$ cat src/verilog/srd_map.svh
// Register map, field positions, reset values and limits of the
// conduction-sense dead-time controller.
// Assumes inclusion by bare name from the package and the top module.
`ifndef SRD_MAP_SVH
`define SRD_MAP_SVH

// Word addresses on the software register port
`define SRD_A_CTRL 8'h00
`define SRD_A_PERIOD 8'h01
`define SRD_A_NOMINAL 8'h02
`define SRD_A_BLANK 8'h03
`define SRD_A_WINLEN 8'h04
`define SRD_A_MANUAL 8'h05
`define SRD_A_TARGET 8'h06
`define SRD_A_STEP 8'h07
`define SRD_A_FLT_THR 8'h08
`define SRD_A_FLT_STEP 8'h09
`define SRD_A_CNT0 8'h0A
`define SRD_A_CNT1 8'h0B
`define SRD_A_ADJ0 8'h0C
`define SRD_A_ADJ1 8'h0D
`define SRD_A_STATUS 8'h0E
`define SRD_A_MASK 8'h0F

// Control field positions
`define SRD_B_EN 0
`define SRD_B_AUTO 1
`define SRD_B_FLTEN 2

// Status and mask layout: done flags then fault flags, per channel
`define SRD_ST_DONE 0
`define SRD_ST_FLT 2
`define SRD_ST_W 4

// Reset values
`define SRD_RST_CTRL 3'h0
`define SRD_RST_PERIOD 16'h03E8
`define SRD_RST_NOMINAL 16'h0190
`define SRD_RST_BLANK 8'h01
`define SRD_RST_WINLEN 8'h0C
`define SRD_RST_MANUAL 16'h0000
`define SRD_RST_TARGET 7'h04
`define SRD_RST_STEP 16'h0001
`define SRD_RST_FLT_THR 7'h01
`define SRD_RST_FLT_STEP 16'h0010

// Conduction count ceiling and adjustment limits
`define SRD_CNT_MAX 7'h7F
`define SRD_ADJ_MAX 17'sh0_7FFF
`define SRD_ADJ_MIN -17'sh0_8000

`endif

$ cat src/verilog/srd_pkg.sv
// Types shared by the conduction-sense dead-time controller.
// Assumes srd_map.svh for the numeric constants.
`include "srd_map.svh"

package srd_pkg;
    // Detection window phases
    typedef enum logic [1:0] {SRD_IDLE, SRD_BLANK, SRD_OPEN} srd_win_t;
    // Signed on-time correction in clock cycles
    typedef logic signed [15:0] srd_adj_t;
endpackage : srd_pkg

$ cat src/verilog/srd_ctrl.sv
// Controller side of a body-diode conduction sense link: generates two
// rectifier gate commands, measures the conduction reports in a window
// after each turn-off and corrects the next turn-off edge.
// Assumes the driver reports are synchronous to mclk and that software
// uses the one-cycle register port.
// Limitation: conduction is counted in whole mclk cycles, so the count
// resolution is one clock period; a falling edge that arrives while the
// same channel's window is still busy is ignored.
//
// Function
// - Window opens on each command falling edge that finds it idle.
// - Count report low time only in window.
// - Window from blanking delay and length.
// - Separate 0..127 count per channel.
// - Long conduction lengthens next on time.
// - Short conduction shortens next on time.
// - Measure now, correct the following cycle.
// - Manual mode uses software adjustment register.
// - Auto mode steps edge toward target.
// - Below threshold in auto mode, cut on time largely.
// - Per channel window after its pulse falls.
`timescale 1ns/1ps
`include "srd_map.svh"

module srd_ctrl
    import srd_pkg::*;
(
    input wire logic mclk,
    input wire logic sys_rst,
    input wire logic clk_en,
    input wire logic [7:0] reg_addr,
    input wire logic [15:0] reg_wdata,
    input wire logic reg_wr,
    input wire logic reg_rd,
    output logic [15:0] reg_rdata,
    output logic irq,
    input wire logic controller_conduction_input_zero,
    input wire logic controller_conduction_input_one,
    output logic rectifier_zero_pulse,
    output logic rectifier_one_pulse
);

    // Saturate a widened sum back into the adjustment range
    function automatic srd_adj_t srd_sat(input logic signed [16:0] v);
        if (v > `SRD_ADJ_MAX)
            srd_sat = srd_adj_t'(`SRD_ADJ_MAX);
        else if (v < `SRD_ADJ_MIN)
            srd_sat = srd_adj_t'(`SRD_ADJ_MIN);
        else
            srd_sat = v[15:0];
    endfunction : srd_sat

    // Clamp nominal plus correction into 0..half period.
    // The clamp keeps a runaway correction from spilling a channel's
    // pulse into the other half, which would short the two rectifiers.
    function automatic logic [15:0] srd_clamp(input logic [15:0] nom,
                                              input srd_adj_t adj,
                                              input logic [15:0] lim);
        logic signed [17:0] s;
        // Two spare bits hold both the sign and any carry of the sum
        s = $signed({2'b00, nom}) + 18'(adj);
        if (s < 0)
            srd_clamp = 16'h0000;
        else if (s > $signed({2'b00, lim}))
            srd_clamp = lim;
        else
            srd_clamp = s[15:0];
    endfunction : srd_clamp

    // Software-visible settings
    logic [2:0] ctrl_reg;
    logic [15:0] period_reg;
    logic [15:0] nominal_reg;
    logic [7:0] blank_reg;
    logic [7:0] winlen_reg;
    srd_adj_t manual_reg;
    logic [6:0] target_reg;
    logic [15:0] step_reg;
    logic [6:0] flt_thr_reg;
    logic [15:0] flt_step_reg;

    // Sticky events and their mask
    logic [`SRD_ST_W-1:0] status_reg;
    logic [`SRD_ST_W-1:0] mask_reg;

    // Timebase, read path and output flops
    logic [15:0] pcnt_reg;
    logic [15:0] rdata_reg;
    logic irq_reg;
    logic [1:0] pulse_reg;

    // Results of the last closed window, one entry per channel
    logic [6:0] cnt_reg [2];
    srd_adj_t adj_reg [2];

    // Per-channel event strobes gathered into the status word
    logic [1:0] done_set;
    logic [1:0] flt_set;

    // Register write decode and control fields
    wire wr_ctrl = reg_wr && reg_addr == `SRD_A_CTRL;
    wire wr_period = reg_wr && reg_addr == `SRD_A_PERIOD;
    wire wr_nominal = reg_wr && reg_addr == `SRD_A_NOMINAL;
    wire wr_blank = reg_wr && reg_addr == `SRD_A_BLANK;
    wire wr_winlen = reg_wr && reg_addr == `SRD_A_WINLEN;
    wire wr_manual = reg_wr && reg_addr == `SRD_A_MANUAL;
    wire wr_target = reg_wr && reg_addr == `SRD_A_TARGET;
    wire wr_step = reg_wr && reg_addr == `SRD_A_STEP;
    wire wr_flt_thr = reg_wr && reg_addr == `SRD_A_FLT_THR;
    wire wr_flt_step = reg_wr && reg_addr == `SRD_A_FLT_STEP;
    wire wr_status = reg_wr && reg_addr == `SRD_A_STATUS;
    wire wr_mask = reg_wr && reg_addr == `SRD_A_MASK;
    wire run = ctrl_reg[`SRD_B_EN];
    wire auto_mode = ctrl_reg[`SRD_B_AUTO];
    wire flt_en = ctrl_reg[`SRD_B_FLTEN];
    wire [15:0] half = {1'b0, period_reg[15:1]};
    wire pwrap = pcnt_reg >= period_reg - 16'h0001;
    wire [1:0] cond_low = {~controller_conduction_input_one,
                           ~controller_conduction_input_zero};

    // Read selection; unmapped addresses read zero
    wire [15:0] rd_mux =
        reg_addr == `SRD_A_CTRL ? {13'h0000, ctrl_reg} :
        reg_addr == `SRD_A_PERIOD ? period_reg :
        reg_addr == `SRD_A_NOMINAL ? nominal_reg :
        reg_addr == `SRD_A_BLANK ? {8'h00, blank_reg} :
        reg_addr == `SRD_A_WINLEN ? {8'h00, winlen_reg} :
        reg_addr == `SRD_A_MANUAL ? manual_reg :
        reg_addr == `SRD_A_TARGET ? {9'h000, target_reg} :
        reg_addr == `SRD_A_STEP ? step_reg :
        reg_addr == `SRD_A_FLT_THR ? {9'h000, flt_thr_reg} :
        reg_addr == `SRD_A_FLT_STEP ? flt_step_reg :
        reg_addr == `SRD_A_CNT0 ? {9'h000, cnt_reg[0]} :
        reg_addr == `SRD_A_CNT1 ? {9'h000, cnt_reg[1]} :
        reg_addr == `SRD_A_ADJ0 ? adj_reg[0] :
        reg_addr == `SRD_A_ADJ1 ? adj_reg[1] :
        reg_addr == `SRD_A_STATUS ? {12'h000, status_reg} :
        reg_addr == `SRD_A_MASK ? {12'h000, mask_reg} :
        16'h0000;

    // Events set sticky flags; a set in the clearing cycle wins
    wire [`SRD_ST_W-1:0] st_set = {flt_set, done_set};
    wire [`SRD_ST_W-1:0] st_clr = wr_status ? reg_wdata[`SRD_ST_W-1:0]
                                            : {`SRD_ST_W{1'b0}};
    wire [`SRD_ST_W-1:0] status_next = (status_reg & ~st_clr) | st_set;

    // Software registers
    always_ff @(posedge mclk) begin
        if (sys_rst) begin
            ctrl_reg <= `SRD_RST_CTRL;
            period_reg <= `SRD_RST_PERIOD;
            nominal_reg <= `SRD_RST_NOMINAL;
            blank_reg <= `SRD_RST_BLANK;
            winlen_reg <= `SRD_RST_WINLEN;
            manual_reg <= `SRD_RST_MANUAL;
            target_reg <= `SRD_RST_TARGET;
            step_reg <= `SRD_RST_STEP;
            flt_thr_reg <= `SRD_RST_FLT_THR;
            flt_step_reg <= `SRD_RST_FLT_STEP;
            mask_reg <= {`SRD_ST_W{1'b0}};
        end else if (clk_en) begin
            if (wr_ctrl) ctrl_reg <= reg_wdata[2:0];
            if (wr_period) period_reg <= reg_wdata;
            if (wr_nominal) nominal_reg <= reg_wdata;
            if (wr_blank) blank_reg <= reg_wdata[7:0];
            if (wr_winlen) winlen_reg <= reg_wdata[7:0];
            if (wr_manual) manual_reg <= reg_wdata;
            if (wr_target) target_reg <= reg_wdata[6:0];
            if (wr_step) step_reg <= reg_wdata;
            if (wr_flt_thr) flt_thr_reg <= reg_wdata[6:0];
            if (wr_flt_step) flt_step_reg <= reg_wdata;
            if (wr_mask) mask_reg <= reg_wdata[`SRD_ST_W-1:0];
        end
    end

    // Status, read data one cycle after the strobe, level interrupt
    always_ff @(posedge mclk) begin
        if (sys_rst) begin
            status_reg <= {`SRD_ST_W{1'b0}};
            rdata_reg <= 16'h0000;
            irq_reg <= 1'b0;
        end else if (clk_en) begin
            status_reg <= status_next;
            rdata_reg <= reg_rd ? rd_mux : 16'h0000;
            irq_reg <= |(status_next & mask_reg);
        end
    end

    // Switching period counter; held at zero while disabled
    always_ff @(posedge mclk) begin
        if (sys_rst)
            pcnt_reg <= 16'h0000;
        else if (clk_en)
            pcnt_reg <= (!run || pwrap) ? 16'h0000 : pcnt_reg + 16'h0001;
    end

    // One rectifier channel per half period, each with its own window
    for (genvar c = 0; c < 2; c++) begin : g_ch
        srd_win_t win_reg;
        logic [7:0] tmr_reg;
        logic [6:0] acc_reg;
        logic [15:0] on_reg;
        wire in_half = (c == 0) ? (pcnt_reg < half) : (pcnt_reg >= half);
        wire [15:0] loc = (c == 0) ? pcnt_reg : pcnt_reg - half;
        wire [15:0] start_at = (c == 0) ? 16'h0000 : half;
        wire half_start = run && pcnt_reg == start_at;
        // Correction found last cycle is latched at this half's start
        wire [15:0] on_use = half_start ?
            srd_clamp(nominal_reg, adj_reg[c], half) : on_reg;
        wire pulse_next = run && in_half && loc < on_use;
        // Window starts as this channel's command goes low
        wire fall = pulse_reg[c] && !pulse_next;
        // Saturating low-time accumulation; report is high while gate on
        wire [6:0] acc_cur = (cond_low[c] && acc_reg != `SRD_CNT_MAX) ?
            acc_reg + 7'h01 : acc_reg;
        // Last open cycle; a zero length still gives one sample
        wire closing = win_reg == SRD_OPEN && tmr_reg <= 8'h01;
        // The fault flag is raised in manual mode too, but only the
        // automatic path cuts the on time
        wire fault = flt_en && acc_cur < flt_thr_reg;
        // Next correction: manual, fault cut, or one step toward target
        wire signed [16:0] adj_w = 17'(adj_reg[c]);
        wire signed [16:0] step_w = $signed({1'b0, step_reg});
        wire signed [16:0] fstep_w = $signed({1'b0, flt_step_reg});
        wire srd_adj_t adj_auto =
            fault ? srd_sat(adj_w - fstep_w) :
            acc_cur > target_reg ? srd_sat(adj_w + step_w) :
            acc_cur < target_reg ? srd_sat(adj_w - step_w) :
            adj_reg[c];
        wire srd_adj_t adj_new = auto_mode ? adj_auto : manual_reg;

        // Qualified by the enable so a frozen clock adds no events
        assign done_set[c] = clk_en && closing;
        assign flt_set[c] = clk_en && closing && fault;

        // Gate command and latched on time
        always_ff @(posedge mclk) begin
            if (sys_rst) begin
                pulse_reg[c] <= 1'b0;
                on_reg <= 16'h0000;
            end else if (clk_en) begin
                pulse_reg[c] <= pulse_next;
                on_reg <= on_use;
            end
        end

        // Blanking then open window; counts only inside the window
        always_ff @(posedge mclk) begin
            if (sys_rst) begin
                win_reg <= SRD_IDLE;
                tmr_reg <= 8'h00;
                acc_reg <= 7'h00;
                cnt_reg[c] <= 7'h00;
                adj_reg[c] <= 16'h0000;
            end else if (clk_en) begin
                unique case (win_reg)
                    SRD_IDLE: begin
                        acc_reg <= 7'h00;
                        if (fall && blank_reg == 8'h00) begin
                            win_reg <= SRD_OPEN;
                            tmr_reg <= winlen_reg;
                        end else if (fall) begin
                            win_reg <= SRD_BLANK;
                            tmr_reg <= blank_reg;
                        end
                    end
                    SRD_BLANK: begin
                        tmr_reg <= tmr_reg - 8'h01;
                        if (tmr_reg <= 8'h01) begin
                            win_reg <= SRD_OPEN;
                            tmr_reg <= winlen_reg;
                        end
                    end
                    SRD_OPEN: begin
                        acc_reg <= acc_cur;
                        tmr_reg <= tmr_reg - 8'h01;
                        if (closing) begin
                            win_reg <= SRD_IDLE;
                            cnt_reg[c] <= acc_cur;
                            adj_reg[c] <= adj_new;
                        end
                    end
                endcase
            end
        end
    end

    // Every output comes straight from a flip-flop
    assign reg_rdata = rdata_reg;
    assign irq = irq_reg;
    assign rectifier_zero_pulse = pulse_reg[0];
    assign rectifier_one_pulse = pulse_reg[1];

endmodule : srd_ctrl

$ cat config.mk
export PLATFORM = sky130hd
export DESIGN_NAME = srd_ctrl
export DESIGN_NICKNAME = d
export VERILOG_FILES = /design/src/verilog/srd_pkg.sv /design/src/verilog/srd_ctrl.sv
export VERILOG_INCLUDE_DIRS = /design/src /design/src/verilog
export SDC_FILE = /design/constraint.sdc
export NUM_CORES = 1
export LEC_CHECK = 0
export BUFFER_PORTS_ARGS = -buffer_cell sky130_fd_sc_hd__buf_2
export CORE_ASPECT_RATIO = 0.8
export CORE_UTILIZATION = 30
export CTS_BUF_LIST = sky130_fd_sc_hd__clkbuf_8 sky130_fd_sc_hd__clkbuf_16
export DETAILED_ROUTE_END_ITERATION = 8
export GPL_ROUTABILITY_DRIVEN = 0
export PLACE_DENSITY_LB_ADDON = 0.15
export RECOVER_POWER = 50
export SYNTH_ARGS = -nofsm -noshare
export SYNTH_HDL_FRONTEND = slang
export SYNTH_SLANG_ARGS = --single-unit
$ cat constraint.sdc
create_clock -name mclk -period 15.79 [get_ports mclk]
set_input_delay 0 -clock mclk [delete_from_list [all_inputs] [get_ports mclk]]
set_output_delay 0 -clock mclk [all_outputs]
set_load 0.01 [all_outputs]
==> key figures <==
Power
  • Worst IR drop on VDD: 0.0626 mV
  • Power per Cell Area: 73.0 nW/µm²
  • Leakage power: 10.1 nW
  • Pwr Total: 1.94 mW

Worst hold path
  • HP Class: in -> reg
  • Worst Hold Launch: reg_wr

Die
  • Starting Density: 0.304
  • Die Width: 318 µm
  • IO Pins: 50
  • Core area: 79000 µm²
  • Row count: 92
  • Die Area: 81100 µm²
  • Die span in y: 255 µm

Global route
  • Vias in the first global route: 22595
  • Total GRT Usage: 0.242
  • Total gr overflow: 0
  • Initial antenna violation count: 3
  • First-pass GRT wire length: 149 mm
  • Largest net degree at the start of global routing: 75

Worst setup path
  • Class of the most critical setup path: reg -> reg
  • CP startpoint kind: register
  • Most common cell on crit path: a21oi_1
  • Reg2Reg Setup Slack: 7.91 ns
  • CP startpoint: adj_reg[1][1]
  • CP max FO: 14
  • Worst Path Required: 16.22 ns
  • Setup crit end kind: register
  • Critical path's slowest cell: edfxtp_1
  • CP arrival: 8.31 ns
  • Worst flop-to-flop path startpoint: adj_reg[1][1]
  • Slowest stage delay, CP: 0.62 ns

Placed design
  • Hpwl dp: 78.3 mm
  • Input/output buffers: 49
  • Placed cell count: 4072

STA
  • FMAX: 127 MHz
  • Tmin final: 7.88 ns
  • Final setup violation count: 0
  • Period utilization: 0.499
  • TNS Setup: 0 ns
  • RSZ-0062 raised after global routing: false
  • Max-slew violation count: 95
  • Fin. Hold Viols: 0
  • Clock skew: 0.0299 ns
  • Slew @ Worst Pin: 3.08 ns
  • Hold slack: 0.0462 ns
  • Slew margin rel.: -1.07

Layout
  • Net count of the finished layout: 3397
  • Antenna cell count: 0
  • Fraction of layout cells with a size suffix above 1: 0.0702
  • Fin cells: 4155
  • Area Growth Syn to Fin: 11.1%

Clock network
  • Clk slew on worst S/H paths: 0.07 ns
  • Inserted Clock Buffers: 34
  • Clk sinks: 268
  • CTS H-tree depth: 2
  • Root Driver: clkbuf_16
  • Clock latency on the worst-skew pair: 0.59 ns
  • Post-CTS Setup Bufs: 0
  • Post-cts repair resize count: 0
  • CTS max path bufs: 3
  • Hold buffers post-CTS: 21
  • CTS tree: done

Route
  • DR vias: 24339
  • Post-route DRC: 0
  • Initial DRC Count: 2621
  • DR pass1 iterations: 8
  • WL/cell: 24.3 µm
  • DRT Wirelength: 101 mm
  • Vias per Instance: 5.86
  • Remaining antenna violation count after routing: 0

Run status
  • Result of the run: finished with violations
  • Failing checks: capacitance limit, slew limit

Yosys
  • Most instantiated library cell after synthesis: nand2_1
  • Cell taking the most area after synthesis: dfxtp_1
  • Post-synth EDFFs: 46
  • Fraction of registers with async set/reset: 0
  • Yosys cell types: 93
  • FF+latch count, synth: 268
  • Syn nets: 3394
  • Sequential fraction of the synthesis area: 0.243
  • Synth top cells by count: nand2_1, a21oi_1, ha_1
  • Ys Warns: 0
  • Synth top area cells: dfxtp_1, ha_1, a21oi_1, nand2_1, edfxtp_1
  • Syn Inst Count: 3092
  • Predominant post-synthesis flop cell: dfxtp_1
  • Cell Area, Synth: 24000 µm²
  • Share of the synthesized area in the top cell type: 0.185
  • Syn avg cell area: 7.76 µm²

Job
  • Max-cap violations: 4
==> power by group <==
part           switching [mW]  internal, mW  leakage, nW  total, mW
logic                   0.204         0.119         7.27      0.323
registers              0.0187         0.709         2.25      0.727
clock network           0.372         0.523        0.614      0.895
==> routing by layer <==
metal  track usage  vias to the layer above  share of wire
met3        0.0388                      123          0.085
met4        0.0600                        2          0.021
li1              -                    11319              -
met2         0.342                     1084           0.40
met5             0                        -        0.00013
met1         0.373                    11811           0.50
==> through the flow <==
step | setup slack (ns) | instance area, µm² | utilization
final | 7.91 | 26700 | 0.337
after global routing | 7.36 | 26700 | 0.337
after CTS | 8.03 | 26700 | 0.339
after detailed placement | 8.06 | 25300 | 0.320
after global placement | 8.15 | 25300 | 0.320
after floorplan | 9.49 | 24000 | -
==> area by class of cell <==
cell class | count | area, µm²
well taps | 1034 | 1290
multi-input cells | 2520 | 17000
fillers | 8402 | 52300
inverters | 163 | 612
clock inverters | 24 | 313
clock buffers | 38 | 917
repair buffers | 108 | 699
flip-flops and latches | 268 | 5830
==> placed cells by master, fill, tap and decap left out, types with 32 or more instances in the layout <==
cell / instances
nor2b_1: 37
nand2_1: 392
nand4_1: 40
o211ai_1: 42
xor2_1: 36
buf_4: 32
nand3_1: 62
dfxtp_1: 222
nand2b_1: 32
a21oi_1: 307
mux2i_1: 34
a22oi_1: 74
xnor2_1: 118
clkbuf_16: 35
o21a_1: 40
nor3_1: 49
ha_1: 262
edfxtp_1: 46
a31oi_1: 36
a21o_1: 48
a211oi_1: 56
o21ai_0: 177
inv_1: 162
nor2_1: 253
==> final timing paths <==
path | end | cells after the start
max | g_ch[1].tmr_reg[0] | 30
min | status_reg[1] | 5
max reg2reg | g_ch[1].tmr_reg[0] | 30
min reg2reg | target_reg[3] | 2
==> logic make-up after synthesis <==
| group | Yosys count | synth area share |
|---|---|---|
| multiplexers | 80 | 0.0409 |
| AO/OA/AOI/OAI | 1003 | 0.272 |
| XOR/XNOR | 155 | 0.0569 |
| AND/OR/NAND/NOR | 1010 | 0.194 |
| buffers and inverters | 304 | 0.0494 |
| flip-flops | 268 | 0.243 |
| adder cells (fa/ha/maj) | 272 | 0.145 |
==> worst max-delay path, delay by kind of cell (launching register included) <==
family | cells | cell delay, ns
compound gates | 17 | 4.02
simple gates | 7 | 1.39
fa+ha+maj | 3 | 1.05
flops | 1 | 0.62
mux | 1 | 0.40
buf+inv | 1 | 0.13
xor+xnor | 1 | 0.10
Note: power is estimated with default switching activity, not from simulation.
